$ cat src/lpfm_pkg.sv
// Package: constants and carrier structs for the protection and fault manager
package lpfm_pkg;

   // Clock rate
   localparam int unsigned CLK_MHZ = 200;

   // Times in their own units, as printed
   localparam int unsigned BLANK_NS = 400;
   localparam int unsigned CAP_DT_US = 150;
   localparam int unsigned FAST_OC_MS = 2;
   localparam int unsigned SLOW_OC_MS = 50;
   localparam int unsigned FAULT_WAIT_MS = 1000;

   // Derived cycle counts: least times round up, longest times round down
   localparam int unsigned BLANK_CYC = (BLANK_NS * CLK_MHZ + 999) / 1000;
   localparam int unsigned CAP_DT_CYC = CAP_DT_US * CLK_MHZ;
   localparam int unsigned FAST_OC_CYC = FAST_OC_MS * 1000 * CLK_MHZ;
   localparam int unsigned SLOW_OC_CYC = SLOW_OC_MS * 1000 * CLK_MHZ;
   localparam int unsigned FAULT_WAIT_CYC = FAULT_WAIT_MS * 1000 * CLK_MHZ;

   // Consecutive-cycle counts
   localparam int unsigned PEAK_OC_CYCLES = 4;
   localparam int unsigned OVP_CYCLES = 5;
   localparam int unsigned PEAK_IGNORE_CYCLES = 15;

   // Counter widths
   localparam int unsigned TMR_W = 32;
   localparam int unsigned CNT_W = 5;

   // Comparator inputs from the analog front end
   typedef struct packed {
      logic current_direction_flag;
      logic slew_done;
      logic peak_overcurrent_fault;
      logic fast_average_overcurrent_fault;
      logic slow_average_overcurrent_fault;
      logic output_overvoltage_fault;
      logic input_undervoltage_fault;
      logic input_overvoltage_fault;
      logic bootstrap_uvlo;
      logic rail_uvlo;
      logic over_temp;
      logic supply_short_level;
      logic supply_start_level;
      logic light_load;
   } lpfm_sense_s;

   // Start-up supply controls
   typedef struct packed {
      logic hv_source_on;
      logic hv_source_high;
      logic rail_enable;
   } lpfm_supply_s;

   typedef enum logic [1:0] {
      ST_HV_START,
      ST_RUN,
      ST_FAULT_WAIT
   } lpfm_state_e;

   typedef enum logic [1:0] {
      PH_UPPER,
      PH_DEAD_TO_LOWER,
      PH_LOWER,
      PH_DEAD_TO_UPPER
   } lpfm_phase_e;

endpackage

$ cat src/lpfm_sync.sv
// Two-flop synchroniser for a bundle of pin levels
`timescale 1ns/1ps
module lpfm_sync #(
   parameter int unsigned W = 1
) (
   // Clock and reset
   input wire logic clk,
   input wire logic rst_n,
   // Data
   input wire logic [W-1:0] d,
   output logic [W-1:0] q
);

   logic [W-1:0] meta_q;

   always_ff @(posedge clk or negedge rst_n) begin
      if (!rst_n) begin
         meta_q <= '0;
         q <= '0;
      end else begin
         meta_q <= d;
         q <= meta_q;
      end
   end

endmodule // lpfm_sync

$ cat src/lpfm_persist.sv
// Counts how long a level persists and flags when a limit is reached
`timescale 1ns/1ps
module lpfm_persist #(
   parameter int unsigned W = 32,
   parameter int unsigned LIMIT = 4
) (
   // Clock and reset
   input wire logic clk,
   input wire logic rst_n,
   // Control
   input wire logic clear,
   input wire logic step,
   input wire logic level,
   // Result
   output logic hit
);

   logic [W-1:0] cnt_q;

   // A low level on a step restarts the run; consecutive means unbroken
   always_ff @(posedge clk or negedge rst_n) begin
      if (!rst_n) begin
         cnt_q <= '0;
         hit <= 1'b0;
      end else if (clear) begin
         cnt_q <= '0;
         hit <= 1'b0;
      end else if (step) begin
         if (!level) begin
            cnt_q <= '0;
         end else if (cnt_q < W'(LIMIT)) begin
            cnt_q <= cnt_q + W'(1);
         end
         hit <= level && (cnt_q + W'(1) >= W'(LIMIT));
      end
   end

endmodule // lpfm_persist

$ cat src/lpfm_fault_manager.sv
// Protection, dead-time decision and fault sequencing for a half-bridge resonant stage
`timescale 1ns/1ps
// Function
// - Sample polarity at gate falls, detect capacitive
// - Flag holds until next gate fall
// - Capacitive: turn on at polarity flip
// - Capacitive: slew done also turns on
// - Else max dead time, 150 us capacitive
// - Capacitive: pull soft start low, recover
// - No capacitive detection at light load
// - Peak overcurrent 4 cycles: fault, 1 s
// - Fast average overcurrent 2 ms: fault
// - Slow average overcurrent 50 ms: fault
// - Bias overvoltage 5 cycles: fault, 1 s
// - Bulk undervoltage: immediate fault, restart 1 s
// - Bulk overvoltage: fault, restart once below
// - Bootstrap undervoltage: upper gate off only
// - Rail undervoltage: both off, fault, 1 s
// - Over temperature: fault, restart once cleared
// - Start-up source low, then high current
// - Supply start level: source off, rail on
// - Ignore peak comparator first 15 cycles
// - Blank polarity edges first 400 ns
module lpfm_fault_manager #(
   parameter int unsigned FAULT_WAIT = lpfm_pkg::FAULT_WAIT_CYC,
   parameter int unsigned FAST_OC = lpfm_pkg::FAST_OC_CYC,
   parameter int unsigned SLOW_OC = lpfm_pkg::SLOW_OC_CYC,
   parameter int unsigned CAP_DT = lpfm_pkg::CAP_DT_CYC,
   parameter int unsigned MAX_DT = 200,
   parameter int unsigned HALF_PERIOD = 1000,
   parameter bit HAS_INPUT_OVP = 1'b1
) (
   // Clock and reset
   input wire logic clk,
   input wire logic rst_n,
   // Analog comparator pins
   input wire lpfm_pkg::lpfm_sense_s sense,
   // Gate on-signals
   output logic upper_gate_on,
   output logic lower_gate_on,
   // Soft start pull-down, open drain
   output logic soft_start_pin_o,
   output logic soft_start_pin_oe,
   // Supply control
   output lpfm_pkg::lpfm_supply_s supply,
   // Status
   output logic capacitive_region_flag,
   output logic fault_active
);

   lpfm_pkg::lpfm_sense_s s;
   lpfm_pkg::lpfm_state_e state_q;
   lpfm_pkg::lpfm_phase_e phase_q;
   logic [lpfm_pkg::TMR_W-1:0] ph_tmr_q;
   logic [lpfm_pkg::TMR_W-1:0] wait_q;
   logic [lpfm_pkg::TMR_W-1:0] fast_q;
   logic [lpfm_pkg::TMR_W-1:0] slow_q;
   logic [lpfm_pkg::CNT_W-1:0] start_cyc_q;
   logic dir_q;
   logic cap_q;
   logic running;
   logic gate_fall;
   logic cycle_end;
   logic in_dead;
   logic dir_flip;
   logic dead_done;
   logic peak_hit;
   logic ovp_hit;
   logic fast_hit;
   logic slow_hit;
   logic trip;
   logic hold;
   logic in_start;
   logic in_wait;
   logic blank_done;
   logic level_trip;
   logic count_trip;

   lpfm_sync #(.W($bits(lpfm_pkg::lpfm_sense_s))) u_sync (
      .clk(clk),
      .rst_n(rst_n),
      .d(sense),
      .q(s)
   );

   function automatic logic at_least(input logic [lpfm_pkg::TMR_W-1:0] c, input int unsigned n);
      at_least = (c + lpfm_pkg::TMR_W'(1)) >= lpfm_pkg::TMR_W'(n);
   endfunction

   assign running = (state_q == lpfm_pkg::ST_RUN);
   assign in_dead = (phase_q == lpfm_pkg::PH_DEAD_TO_LOWER) ||
                    (phase_q == lpfm_pkg::PH_DEAD_TO_UPPER);
   assign gate_fall = running && !in_dead && at_least(ph_tmr_q, HALF_PERIOD);
   assign cycle_end = gate_fall && (phase_q == lpfm_pkg::PH_LOWER);
   assign in_start = (state_q == lpfm_pkg::ST_HV_START);
   assign in_wait = (state_q == lpfm_pkg::ST_FAULT_WAIT);

   // Blanking window at the start of each dead time
   assign blank_done = (ph_tmr_q >= lpfm_pkg::TMR_W'(lpfm_pkg::BLANK_CYC));

   // Only a polarity change that first shows after blanking counts as a flip
   assign dir_flip = in_dead && blank_done && (s.current_direction_flag != dir_q);

   // Dead-time end decision
   always_comb begin
      if (cap_q) begin
         dead_done = dir_flip || s.slew_done || at_least(ph_tmr_q, CAP_DT);
      end else begin
         dead_done = s.slew_done || at_least(ph_tmr_q, MAX_DT);
      end
   end

   // Reference tracks the comparator every cycle, so an edge inside the
   // blanking window is absorbed and never seen as a flip later
   always_ff @(posedge clk or negedge rst_n) begin
      if (!rst_n) begin
         dir_q <= 1'b0;
      end else begin
         dir_q <= s.current_direction_flag;
      end
   end

   // Capacitive flag: set on wrong polarity at a fall, decided again at the next fall
   always_ff @(posedge clk or negedge rst_n) begin
      if (!rst_n) begin
         cap_q <= 1'b0;
      end else if (!running) begin
         cap_q <= 1'b0;
      end else if (gate_fall) begin
         if (s.light_load) begin
            cap_q <= 1'b0;
         end else if (phase_q == lpfm_pkg::PH_LOWER) begin
            cap_q <= s.current_direction_flag;
         end else begin
            cap_q <= !s.current_direction_flag;
         end
      end
   end

   // Half-bridge phase sequencer
   always_ff @(posedge clk or negedge rst_n) begin
      if (!rst_n) begin
         phase_q <= lpfm_pkg::PH_DEAD_TO_UPPER;
         ph_tmr_q <= '0;
      end else if (!running) begin
         phase_q <= lpfm_pkg::PH_DEAD_TO_UPPER;
         ph_tmr_q <= '0;
      end else if (gate_fall || (in_dead && dead_done)) begin
         ph_tmr_q <= '0;
         unique case (phase_q)
            lpfm_pkg::PH_UPPER: phase_q <= lpfm_pkg::PH_DEAD_TO_LOWER;
            lpfm_pkg::PH_DEAD_TO_LOWER: phase_q <= lpfm_pkg::PH_LOWER;
            lpfm_pkg::PH_LOWER: phase_q <= lpfm_pkg::PH_DEAD_TO_UPPER;
            lpfm_pkg::PH_DEAD_TO_UPPER: phase_q <= lpfm_pkg::PH_UPPER;
         endcase
      end else begin
         ph_tmr_q <= ph_tmr_q + lpfm_pkg::TMR_W'(1);
      end
   end

   // Start-up cycle count for peak comparator blanking
   always_ff @(posedge clk or negedge rst_n) begin
      if (!rst_n) begin
         start_cyc_q <= '0;
      end else if (!running) begin
         start_cyc_q <= '0;
      end else if (cycle_end && start_cyc_q < lpfm_pkg::CNT_W'(lpfm_pkg::PEAK_IGNORE_CYCLES)) begin
         start_cyc_q <= start_cyc_q + lpfm_pkg::CNT_W'(1);
      end
   end

   lpfm_persist #(.W(lpfm_pkg::CNT_W), .LIMIT(lpfm_pkg::PEAK_OC_CYCLES)) u_peak (
      .clk(clk),
      .rst_n(rst_n),
      .clear(!running),
      .step(cycle_end && start_cyc_q >= lpfm_pkg::CNT_W'(lpfm_pkg::PEAK_IGNORE_CYCLES)),
      .level(s.peak_overcurrent_fault),
      .hit(peak_hit)
   );

   lpfm_persist #(.W(lpfm_pkg::CNT_W), .LIMIT(lpfm_pkg::OVP_CYCLES)) u_ovp (
      .clk(clk),
      .rst_n(rst_n),
      .clear(!running),
      .step(cycle_end),
      .level(s.output_overvoltage_fault),
      .hit(ovp_hit)
   );

   // Continuous-assertion timers for average overcurrent
   always_ff @(posedge clk or negedge rst_n) begin
      if (!rst_n) begin
         fast_q <= '0;
      end else if (!running || !s.fast_average_overcurrent_fault) begin
         fast_q <= '0;
      end else if (!at_least(fast_q, FAST_OC)) begin
         fast_q <= fast_q + lpfm_pkg::TMR_W'(1);
      end
   end

   always_ff @(posedge clk or negedge rst_n) begin
      if (!rst_n) begin
         slow_q <= '0;
      end else if (!running || !s.slow_average_overcurrent_fault) begin
         slow_q <= '0;
      end else if (!at_least(slow_q, SLOW_OC)) begin
         slow_q <= slow_q + lpfm_pkg::TMR_W'(1);
      end
   end

   assign fast_hit = at_least(fast_q, FAST_OC);
   assign slow_hit = at_least(slow_q, SLOW_OC);

   // Faults that act on the comparator level at once
   assign level_trip = s.input_undervoltage_fault ||
                       (HAS_INPUT_OVP && s.input_overvoltage_fault) ||
                       s.rail_uvlo || s.over_temp;

   // Faults qualified by a count or a timer first
   assign count_trip = peak_hit || ovp_hit || fast_hit || slow_hit;

   assign trip = level_trip || count_trip;

   // Restart is held off while these conditions persist
   assign hold = (HAS_INPUT_OVP && s.input_overvoltage_fault) || s.over_temp;

   // Top-level state machine
   always_ff @(posedge clk or negedge rst_n) begin
      if (!rst_n) begin
         state_q <= lpfm_pkg::ST_HV_START;
         wait_q <= '0;
      end else begin
         unique case (state_q)
            lpfm_pkg::ST_HV_START: begin
               wait_q <= '0;
               if (s.supply_start_level) begin
                  state_q <= lpfm_pkg::ST_RUN;
               end
            end
            lpfm_pkg::ST_RUN: begin
               wait_q <= '0;
               if (trip) begin
                  state_q <= lpfm_pkg::ST_FAULT_WAIT;
               end
            end
            lpfm_pkg::ST_FAULT_WAIT: begin
               // New faults are ignored here; the wait runs to its end
               if (!at_least(wait_q, FAULT_WAIT)) begin
                  wait_q <= wait_q + lpfm_pkg::TMR_W'(1);
               end else if (!hold) begin
                  state_q <= lpfm_pkg::ST_HV_START;
               end
            end
            default: state_q <= lpfm_pkg::ST_HV_START;
         endcase
      end
   end

   // Gate on-signals; they drop one cycle after a trip is seen, with the state change, not one later
   always_ff @(posedge clk or negedge rst_n) begin
      if (!rst_n) begin
         upper_gate_on <= 1'b0;
         lower_gate_on <= 1'b0;
      end else begin
         // Bootstrap low blocks only the upper gate and never trips
         upper_gate_on <= running && !trip && phase_q == lpfm_pkg::PH_UPPER &&
                          !s.bootstrap_uvlo;
         lower_gate_on <= running && !trip && phase_q == lpfm_pkg::PH_LOWER;
      end
   end

   // Soft start pull-down; the pin only sinks, so its value stays low
   always_ff @(posedge clk or negedge rst_n) begin
      if (!rst_n) begin
         soft_start_pin_o <= 1'b0;
         soft_start_pin_oe <= 1'b0;
      end else begin
         soft_start_pin_o <= 1'b0;
         soft_start_pin_oe <= running && cap_q;
      end
   end

   // Status; the flag output lags the internal flag by one cycle
   always_ff @(posedge clk or negedge rst_n) begin
      if (!rst_n) begin
         capacitive_region_flag <= 1'b0;
         fault_active <= 1'b0;
      end else begin
         capacitive_region_flag <= cap_q;
         fault_active <= in_wait;
      end
   end

   // Start-up supply controls
   // Source and rail never overlap: both decode the same state register
   always_ff @(posedge clk or negedge rst_n) begin
      if (!rst_n) begin
         supply.hv_source_on <= 1'b0;
         supply.hv_source_high <= 1'b0;
         supply.rail_enable <= 1'b0;
      end else begin
         supply.hv_source_on <= in_start && !s.supply_start_level;
         supply.hv_source_high <= in_start && s.supply_short_level;
         supply.rail_enable <= running;
      end
   end

endmodule // lpfm_fault_manager

$ cat config.mk
export PLATFORM = sky130hd
export DESIGN_NAME = lpfm_fault_manager
export DESIGN_NICKNAME = d
export VERILOG_FILES = /design/src/lpfm_pkg.sv /design/src/lpfm_sync.sv /design/src/lpfm_persist.sv /design/src/lpfm_fault_manager.sv
export SDC_FILE = /design/constraint.sdc
export NUM_CORES = 1
export LEC_CHECK = 0
export BUFFER_PORTS_ARGS = -buffer_cell sky130_fd_sc_hd__clkbuf_2
export CORE_ASPECT_RATIO = 1.25
export CORE_MARGIN = 5
export CORE_UTILIZATION = 57
export CTS_CLUSTER_DIAMETER = 40
export DETAILED_ROUTE_END_ITERATION = 12
export PLACE_DENSITY = 0.84
export SLEW_MARGIN = 5
export SYNTH_ARGS = -nofsm -noshare
export SYNTH_HDL_FRONTEND = slang
export SYNTH_SLANG_ARGS = --single-unit
$ cat constraint.sdc
create_clock -name clk -period 3.3 [get_ports clk]
set_input_delay 0.495 -clock clk [delete_from_list [all_inputs] [get_ports clk]]
set_output_delay 0.495 -clock clk [all_outputs]
set_load 0.02 [all_outputs]
==> results of run 1 <==
==> metal layers <==
layer | wire (um) | share of wire [%] | up-vias
li1 | - | - | 4682
met2 | 14500 | 51 | 454
met3 | 1460 | 5.2 | 109
met1 | 11200 | 40 | 4899
met4 | 1140 | 4.0 | 0
met5 | 0 | 0 | -
==> cell type report <==
class | count | share of cell area, %
timing repair buffer | 132 | 7.56
tap | 236 | 2.28
sequential | 187 | 36.3
inverter | 34 | 0.986
multi-input combinational | 922 | 48.4
clock buffer | 18 | 3.39
clock inverter | 14 | 1.15
==> how the worst min path moves through the flow <==
| stage | depth (start not counted) | start | endpoint | slack [ns] |
|---|---|---|---|---|
| floorplan | 0 | rst_n | cap_q | 0.20 |
| global placement | 0 | u_sync.meta_q[2] | u_sync.q[2] | 0.33 |
| detailed placement | 0 | u_sync.meta_q[2] | u_sync.q[2] | 0.34 |
| CTS | 1 | sense[3] | u_sync.meta_q[3] | 0.14 |
| global route | 1 | sense[5] | u_sync.meta_q[5] | 0.14 |
| finish | 1 | rst_n | slow_q[8] | 0.13 |
==> Yosys cell counts (12+ instances only) <==
library cell    n
nor4_1         31
nor2_1         61
a31oi_1        19
buf_2          17
and3_1         42
mux2i_1        42
clkbuf_1       44
or3_1          14
nand4_1        34
ha_1           17
a211oi_1       19
a21oi_1        41
dfrtp_1       185
nand2b_1       30
a221o_1        12
or4_1          18
o21ai_0        25
nand2_1       123
o31ai_1        23
nand3_1        71
nor3_1         53
and2_1         28
xnor2_1        19
inv_1          34
==> worst max-delay path, delay by kind of cell (launching register included) <==
kind / cells / cell delay, ns
and+or+nand+nor: 6 / 2.34
DFF: 1 / 0.43
AOI/OAI and AO/OA: 2 / 0.39
==> cells by family after synthesis <==
family / Yosys count / share of synthesized area [%]
AOI/OAI and AO/OA: 237 / 16.6
xor gates and xnor gates: 30 / 2.38
adders and majority gates: 17 / 1.93
buffers and inverters: 99 / 3.74
DFF: 187 / 42.4
muxes: 47 / 4.31
other: 1 / 0.0339
and+or+nand+nor: 570 / 28.7
==> registers in the layout (all words and copies together) (netlist names), 2 cells and up <==
| register | flops |
|---|---|
| fast_q | 32 |
| ph_tmr_q | 32 |
| phase_q | 2 |
| slow_q | 32 |
| start_cyc_q | 5 |
| state_q | 2 |
| supply | 3 |
| u_ovp.cnt_q | 5 |
| u_peak.cnt_q | 5 |
| u_sync.meta_q | 14 |
| u_sync.q | 14 |
| wait_q | 32 |
==> power groups by stage <==
stage | clock (W) | sequential (W) | combinational, W
final | 0.00207 | 0.00257 | 0.00105
after global routing | 0.00219 | 0.00259 | 0.00115
after detailed placement | 0 | 0.00260 | 0.000992
after global placement | 0 | 0.00260 | 0.000957
after floorplan | 0 | 0.00258 | 0.000590
after CTS | 0.00210 | 0.00256 | 0.00100
==> through the flow <==
stage | total power (W) | hold slack (ns) | TNS, ns | cell area, um2 | cells
5_1_grt | 0.00593 | 0.143 | -0.134 | 12900 | 1543
6_report | 0.00569 | 0.129 | 0 | 12900 | 1543
2_1_floorplan | 0.00317 | 0.199 | 0 | 11100 | 1205
4_1_cts | 0.00567 | 0.140 | 0 | 12600 | 1529
3_3_place_gp | 0.00355 | 0.333 | -0.0421 | 12000 | 1493
3_5_place_dp | 0.00359 | 0.336 | -0.713 | 12000 | 1493
==> what timing repair did <==
item / 4_1_cts / 5_1_grt
setup buffers: 3 / 12
gates cloned: 1 / 2
endpoints found under the setup margin: 21 / 88
gates resized for setup: 7 / 58
pin swaps: 2 / 14
==> insert_results.sql, run 1 <==
INSERT INTO impl_metrics (metric_group, metric, value, unit) VALUES
('clock_tree', 'cts_max_level', '4', ''),
('floorplanning', 'die-width', '135', 'um'),
('power_and_ir_drop', 'p_sw_share', '31.7', '%'),
('floorplanning', 'start_util', '57.4', '%'),
('global_route', 'globalRouteMet3Util', '3.76', '%'),
('critical_path', 'timing.reg2reg.worst_path_depth', '8', ''),
('placement', 'dp_hpwl', '18900', 'um'),
('power_and_ir_drop', 'power-per-cell-area', '440', 'nW/um2'),
('clock_tree', 'inserted_clock_buffers', '17', ''),
('global_route', 'global_route.usage.total', '25.2', '%'),
('clock_tree', 'cts.clk_slew.worst_paths', '0.07', 'ns'),
('drt', 'drt_pre_antenna_iters', '7', ''),
('power_and_ir_drop', 'internal_power', '0.00389', 'W'),
('clock_tree', 'clk_latency', '0.45', 'ns'),
('critical_path', 'critical_path_peak_fanout', '6', ''),
('floorplanning', 'placement_rows', '57', ''),
('placement', 'io_buffers', '23', ''),
('power_and_ir_drop', 'power.static_leakage', '5.44', 'nW'),
('power_and_ir_drop', 'comb_power_share', '18.4', '%'),
('yosys', 'synth-async-reset-ratio', '100', '%'),
('yosys', 'synth_ff_type', 'dfrtp_1', ''),
('drt', 'antenna_violating_nets_post_route', '0', ''),
('finish', 'count_of_inserted_antenna_diode_cells', '0', ''),
('yosys', 'netlist.top_cell.by_area', 'dfrtp_1', ''),
('finish', 'layout_common_cells', 'dfrtp_1, nand2_1, buf_4', ''),
('global_route', 'busiest_layer', 'met2', ''),
('critical_path', 'setup_slack_on_the_worst_flop_to_flop_path', '0.06', 'ns'),
('power_and_ir_drop', 'ir_drop', '0.481', 'mV'),
('timing', 'worstMarginPinSlew', '0.750', 'ns'),
('global_route', 'grt_met1_use', '30.8', '%'),
('timing', 'fin_ws', '0.0619', 'ns'),
('finish', 'layout.core_utilization', '67.2', '%'),
('critical_path', 'cp_data_required_time', '3.66', 'ns'),
('critical_path', 'crit-reg2reg-capture', 'fast_q[16]', ''),
('critical_path', 'crit_path_start_kind', 'flop', ''),
('timing', 'slew_viol_final', '0', ''),
('drt', 'vias', '10144', ''),
('placement', 'routabilityCongestion', '1.03', ''),
('finish', 'seqCellArea', '4690', 'um2'),
('floorplanning', 'core_area', '19300', 'um2'),
('drt', 'drt-total-wl', '28300', 'um'),
('yosys', 'synth_top_cells_by_area', 'dfrtp_1, nand2_1, mux2i_1, nand3_1, nor3_1', ''),
('drt', 'initialDrtViolationCount', '931', ''),
('yosys', 'synth-seq-area-share', '42.4', '%'),
('critical_path', 'timing.critical_path.cells', 'nand3_2 > or3_4 > or4_1 > nand3_2 > o2111ai_2 > or4_4 > or4_1 > a21oi_1', ''),
('critical_path', 'endpoint_kind', 'flop', ''),
('global_route', 'globalRouteMet2Util', '43.9', '%'),
('yosys', 'post_synth_num_cell_types', '85', ''),
('critical_path', 'crit_type', 'reg2reg', ''),
('clock_tree', 'tritoncts', 'built', ''),
('yosys', 'synth_enable_flop_cells', '0', ''),
('yosys', 'netlist_instances', '1188', ''),
('floorplanning', 'die_area', '22300', 'um2'),
('job', 'drv.max_cap_violation_count', '0', ''),
('finish', 'layout-drive-gt1-share', '20.0', '%'),
('timing', 'timing.max_slew.rel_slack', '50.0', '%'),
('timing', 'finalSetupViolCount', '0', ''),
('global_route', 'maximum_number_of_pins_on_one_net_before_global_route_repair', '94', ''),
('timing', 'maximum_clock_frequency', '309', 'MHz'),
('placement', 'detailedPlace.worstSlack', '-0.124', 'ns'),
('timing', 'finClkSkew', '0.0101', 'ns'),
('power_and_ir_drop', 'fraction_of_power_consumed_by_the_clock_network', '36.4', '%'),
('yosys', 'synth_area_per_cell', '9.30', 'um2'),
('clock_tree', 'hold_buffers', '0', ''),
('yosys', 'yosysTopAreaCellShare', '41.9', '%'),
('clock_tree', 'clock_path_buffers', '2', ''),
('timing', 'final.period_utilization', '98.1', '%'),
('critical_path', 'cp_slowest_cell', 'or4_1', ''),
('global_route', 'grt_pass1_vias', '9838', ''),
('power_and_ir_drop', 'netSwitchingPower', '0.00181', 'W'),
('outcome', 'status', 'finished, final reports clean', '');
(Power assumes the default switching activity.)
==> run 2, diff against run 1 <==
--- a/config.mk
+++ b/config.mk
@@ -5,13 +5,14 @@
 export SDC_FILE = /design/constraint.sdc
 export NUM_CORES = 1
 export LEC_CHECK = 0
+export ABC_AREA = 1
 export BUFFER_PORTS_ARGS = -buffer_cell sky130_fd_sc_hd__clkbuf_2
 export CORE_ASPECT_RATIO = 1.25
 export CORE_MARGIN = 5
 export CORE_UTILIZATION = 57
 export CTS_CLUSTER_DIAMETER = 40
 export DETAILED_ROUTE_END_ITERATION = 12
-export PLACE_DENSITY = 0.84
+export PLACE_DENSITY = 0.85
 export SLEW_MARGIN = 5
 export SYNTH_ARGS = -nofsm -noshare
 export SYNTH_HDL_FRONTEND = slang
==> run 2 against run 1 <==
Count of clock-buffer cells in the layout increased by 1. Core utilization shrank 3.9 points. Setup slack improved by 0.34 ns. Area after synthesis decreased by 0.88%. Via count is 3.1% lower. Hold slack lost 0.019 ns. Critical endpoint is now fast_q[6]. Largest power group unchanged.
==> insert_results.sql, run 2 <==
INSERT INTO impl_metrics (metric_group, metric, value, unit) VALUES
('critical_path', 'crit_arrival', '3.21', 'ns'),
('finish', 'layout-drive-gt1-share', '8.94', '%'),
('finish', 'mostFrequentLayoutCell', 'nand2_1', ''),
('timing', 'timing.final.crit_period', '2.90', 'ns'),
('global_route', 'grt_antenna_before_repair', '0', ''),
('clock_tree', 'clock_sink_count', '187', ''),
('yosys', 'netlist_instances', '1519', ''),
('yosys', 'yosysTopAreaCellShare', '42.3', '%'),
('drt', 'drc', '0', ''),
('yosys', 'post_synth_num_cell_types', '44', ''),
('clock_tree', 'clock_path_buffers', '2', ''),
('critical_path', 'timing.critical_path.slowest_cell_delay', '0.47', 'ns'),
('finish', 'final_area', '11900', 'um2'),
('floorplanning', 'placement_rows', '56', ''),
('yosys', 'synth-async-reset-ratio', '100', '%'),
('critical_path', 'critical_path_peak_fanout', '23', ''),
('clock_tree', 'clk_latency', '0.44', 'ns'),
('global_route', 'grt-ovfl-total', '0', ''),
('hold_path', 'worst_hold_path_type', 'in2async', ''),
('yosys', 'synth_enable_flop_cells', '0', ''),
('clock_tree', 'inserted_clock_buffers', '17', ''),
('clock_tree', 'resize_count_post_cts', '0', ''),
('finish', 'layout_common_cells', 'nand2_1, nor2_1, dfrtp_1', ''),
('yosys', 'synth-seq-area-share', '42.8', '%'),
('timing', 'finClkSkew', '0.00936', 'ns'),
('finish', 'layout.core_utilization', '63.3', '%'),
('global_route', 'maximum_number_of_pins_on_one_net_before_global_route_repair', '90', ''),
('critical_path', 'timing.critical_path.cells', 'ha_1 > nand2_1 > nor2_2 > nand2_1 > nor2_2 > xor2_1 > nor3_1 > nand2_1 > nand3_2 > nand2_2 > o21ai_0', ''),
('placement', 'dp_hpwl', '18000', 'um'),
('floorplanning', 'die_area', '22100', 'um2'),
('global_route', 'grt_pass1_wl', '42800', 'um'),
('critical_path', 'cp_data_required_time', '3.60', 'ns'),
('yosys', 'synth_top_cells_by_area', 'dfrtp_1, nand2_1, nor2_1, nand3_1, inv_1', ''),
('timing', 'timing.max_slew.rel_slack', '30.7', '%'),
('timing', 'final.period_utilization', '88.0', '%'),
('timing', 'finalSetupTns', '0', 'ns'),
('finish', 'area_growth_syn_to_layout', '8.92', '%'),
('floorplanning', 'top_level_ports', '25', ''),
('finish', 'final_cell_count_no_fill', '1809', ''),
('power_and_ir_drop', 'power.static_leakage', '5.37', 'nW'),
('yosys', 'synth_area_per_cell', '7.21', 'um2'),
('timing', 'grt_setup_unrepaired', 'no', ''),
('yosys', 'syn_area', '11000', 'um2'),
('critical_path', 'timing.reg2reg.worst_path_depth', '11', ''),
('finish', 'count_of_inserted_antenna_diode_cells', '0', ''),
('clock_tree', 'hold_buffers', '0', ''),
('floorplanning', 'die_h', '165', 'um'),
('floorplanning', 'start_util', '58.1', '%'),
('drt', 'vias', '9834', ''),
('clock_tree', 'cts_max_level', '4', ''),
('critical_path', 'crit_path_start_kind', 'flop', ''),
('power_and_ir_drop', 'power-per-cell-area', '474', 'nW/um2'),
('critical_path', 'crit_type', 'reg2reg', ''),
('finish', 'design.final.nets', '1597', ''),
('placement', 'io_buffers', '23', ''),
('yosys', 'ys_warn_count', '0', ''),
('drt', 'drt-total-wl', '24800', 'um'),
('clock_tree', 'cts_root_buf', 'clkbuf_16', ''),
('clock_tree', 'post_cts.repair.setup_buffers', '0', ''),
('yosys', 'netlist.top_cell.by_area', 'dfrtp_1', ''),
('placement', 'post-place-cells', '1777', ''),
('timing', 'slew_viol_final', '0', ''),
('critical_path', 'endpoint_kind', 'flop', ''),
('timing', 'timing_hold_violations_final', '0', ''),
('drt', 'drt_pre_antenna_iters', '6', ''),
('yosys', 'synth_ff_type', 'dfrtp_1', ''),
('yosys', 'synth_seq_cells', '187', ''),
('global_route', 'global_route.usage.total', '23.5', '%'),
('yosys', 'synth.cells.most_frequent', 'nand2_1, nor2_1, dfrtp_1', ''),
('outcome', 'status', 'finished, final reports clean', ''),
('clock_tree', 'cts.clk_slew.worst_paths', '0.07', 'ns'),
('job', 'drv.max_cap_violation_count', '0', ''),
('critical_path', 'critical-path-top-cell-by-count', 'nand2_1', ''),
('floorplanning', 'die-width', '134', 'um'),
('drt', 'antenna_violating_nets_post_route', '0', ''),
('drt', 'initialDrtViolationCount', '854', ''),
('drt', 'vias_per_cell', '5.44', ''),
('timing', 'finalSetupViolCount', '0', ''),
('timing', 'worstMarginPinSlew', '1.03', 'ns'),
('floorplanning', 'core_area', '18800', 'um2'),
('global_route', 'grt_pass1_vias', '9564', ''),
('timing', 'maximum_clock_frequency', '344', 'MHz'),
('timing', 'hold-worst-slack', '0.111', 'ns'),
('yosys', 'synth_most_common_cell', 'nand2_1', ''),
('critical_path', 'cp_slowest_cell', 'nand2_2', ''),
('power_and_ir_drop', 'ir_drop', '0.424', 'mV'),
('placement', 'routabilityCongestion', '0.936', ''),
('placement', 'placed_area', '11400', 'um2'),
('clock_tree', 'tritoncts', 'built', ''),
('drt', 'post_drt_wl_per_cell', '13.7', 'um');
## run 2: cell types whose count changed after synthesis, sizes merged, moves of 33 or more
cell    delta
and3      -43
clkbuf    -41
inv      +134
mux2i     -41
nand2    +339
nand3     +76
nor2     +216
nor3      -34
nor4      -33
o21ai     +45
xor2      +40
## run 2: power breakdown
group | total, W | switching (W) | leakage (nW) | internal (W)
Sequential | 0.00268 | 0.000202 | 2.48 | 0.00248
Combinational | 0.000947 | 0.000673 | 2.61 | 0.000274
Clock | 0.00203 | 0.000986 | 0.282 | 0.00104
## run 2: path summary, 6_finish.rpt
kind / start / to / slack [ns]
max: fast_q[1] / fast_q[6] / 0.40
min: rst_n / ph_tmr_q[30] / 0.11
max reg2reg: fast_q[1] / fast_q[6] / 0.40
min reg2reg: u_sync.meta_q[3] / u_sync.q[3] / 0.35
max in group asynchronous: rst_n / slow_q[18] / 2.36
min in group clk: sense[12] / u_sync.meta_q[12] / 0.16
## run 2: cells by family after synthesis
| logic type | Yosys count | synth area share (%) |
|---|---|---|
| flops | 187 | 42.8 |
| other cells | 1 | 0.0342 |
| compound gates | 111 | 5.47 |
| mux | 1 | 0.0914 |
| fa+ha+maj | 17 | 1.94 |
| xor+xnor | 54 | 4.32 |
| simple gates | 955 | 38.3 |
| buf+inv | 193 | 7.08 |
## run 2: stage by stage
step	total power, W	worst slack, ns
after floorplan	0.00339	1.01
after global placement	0.00363	0.573
after detailed placement	0.00366	0.481
after CTS	0.00568	0.430
after global routing	0.00592	0.0362
final	0.00565	0.397
## run 2: area by class of cell
class	count	area [um2]
clock buffers	19	453
clock inverters	13	120
fillers	1633	6920
inverters	171	642
multi-input cells	1156	5560
flip-flops and latches	187	4680
well taps	232	290
repair buffers	31	184
## run 2: critical path: cells and delay by family, from the launching register on
| kind | cells | cell delay [ns] |
|---|---|---|
| XOR/XNOR | 1 | 0.36 |
| flip-flops | 1 | 0.37 |
| adder cells (fa/ha/maj) | 1 | 0.17 |
| AND/OR/NAND/NOR | 8 | 1.69 |
| AO/OA/AOI/OAI | 1 | 0.14 |
## run 2: per-layer routing
| metal | GRT usage [%] | part of all wire (%) | up-vias | routed length (um) |
|---|---|---|---|---|
| met5 | 0 | 0 | - | 0 |
| met4 | 9.78 | 3.0 | 0 | 736 |
| met3 | 3.84 | 3.9 | 76 | 966 |
| met2 | 42.0 | 51 | 276 | 12700 |
| met1 | 28.2 | 42 | 4614 | 10400 |
| li1 | - | - | 4868 | - |
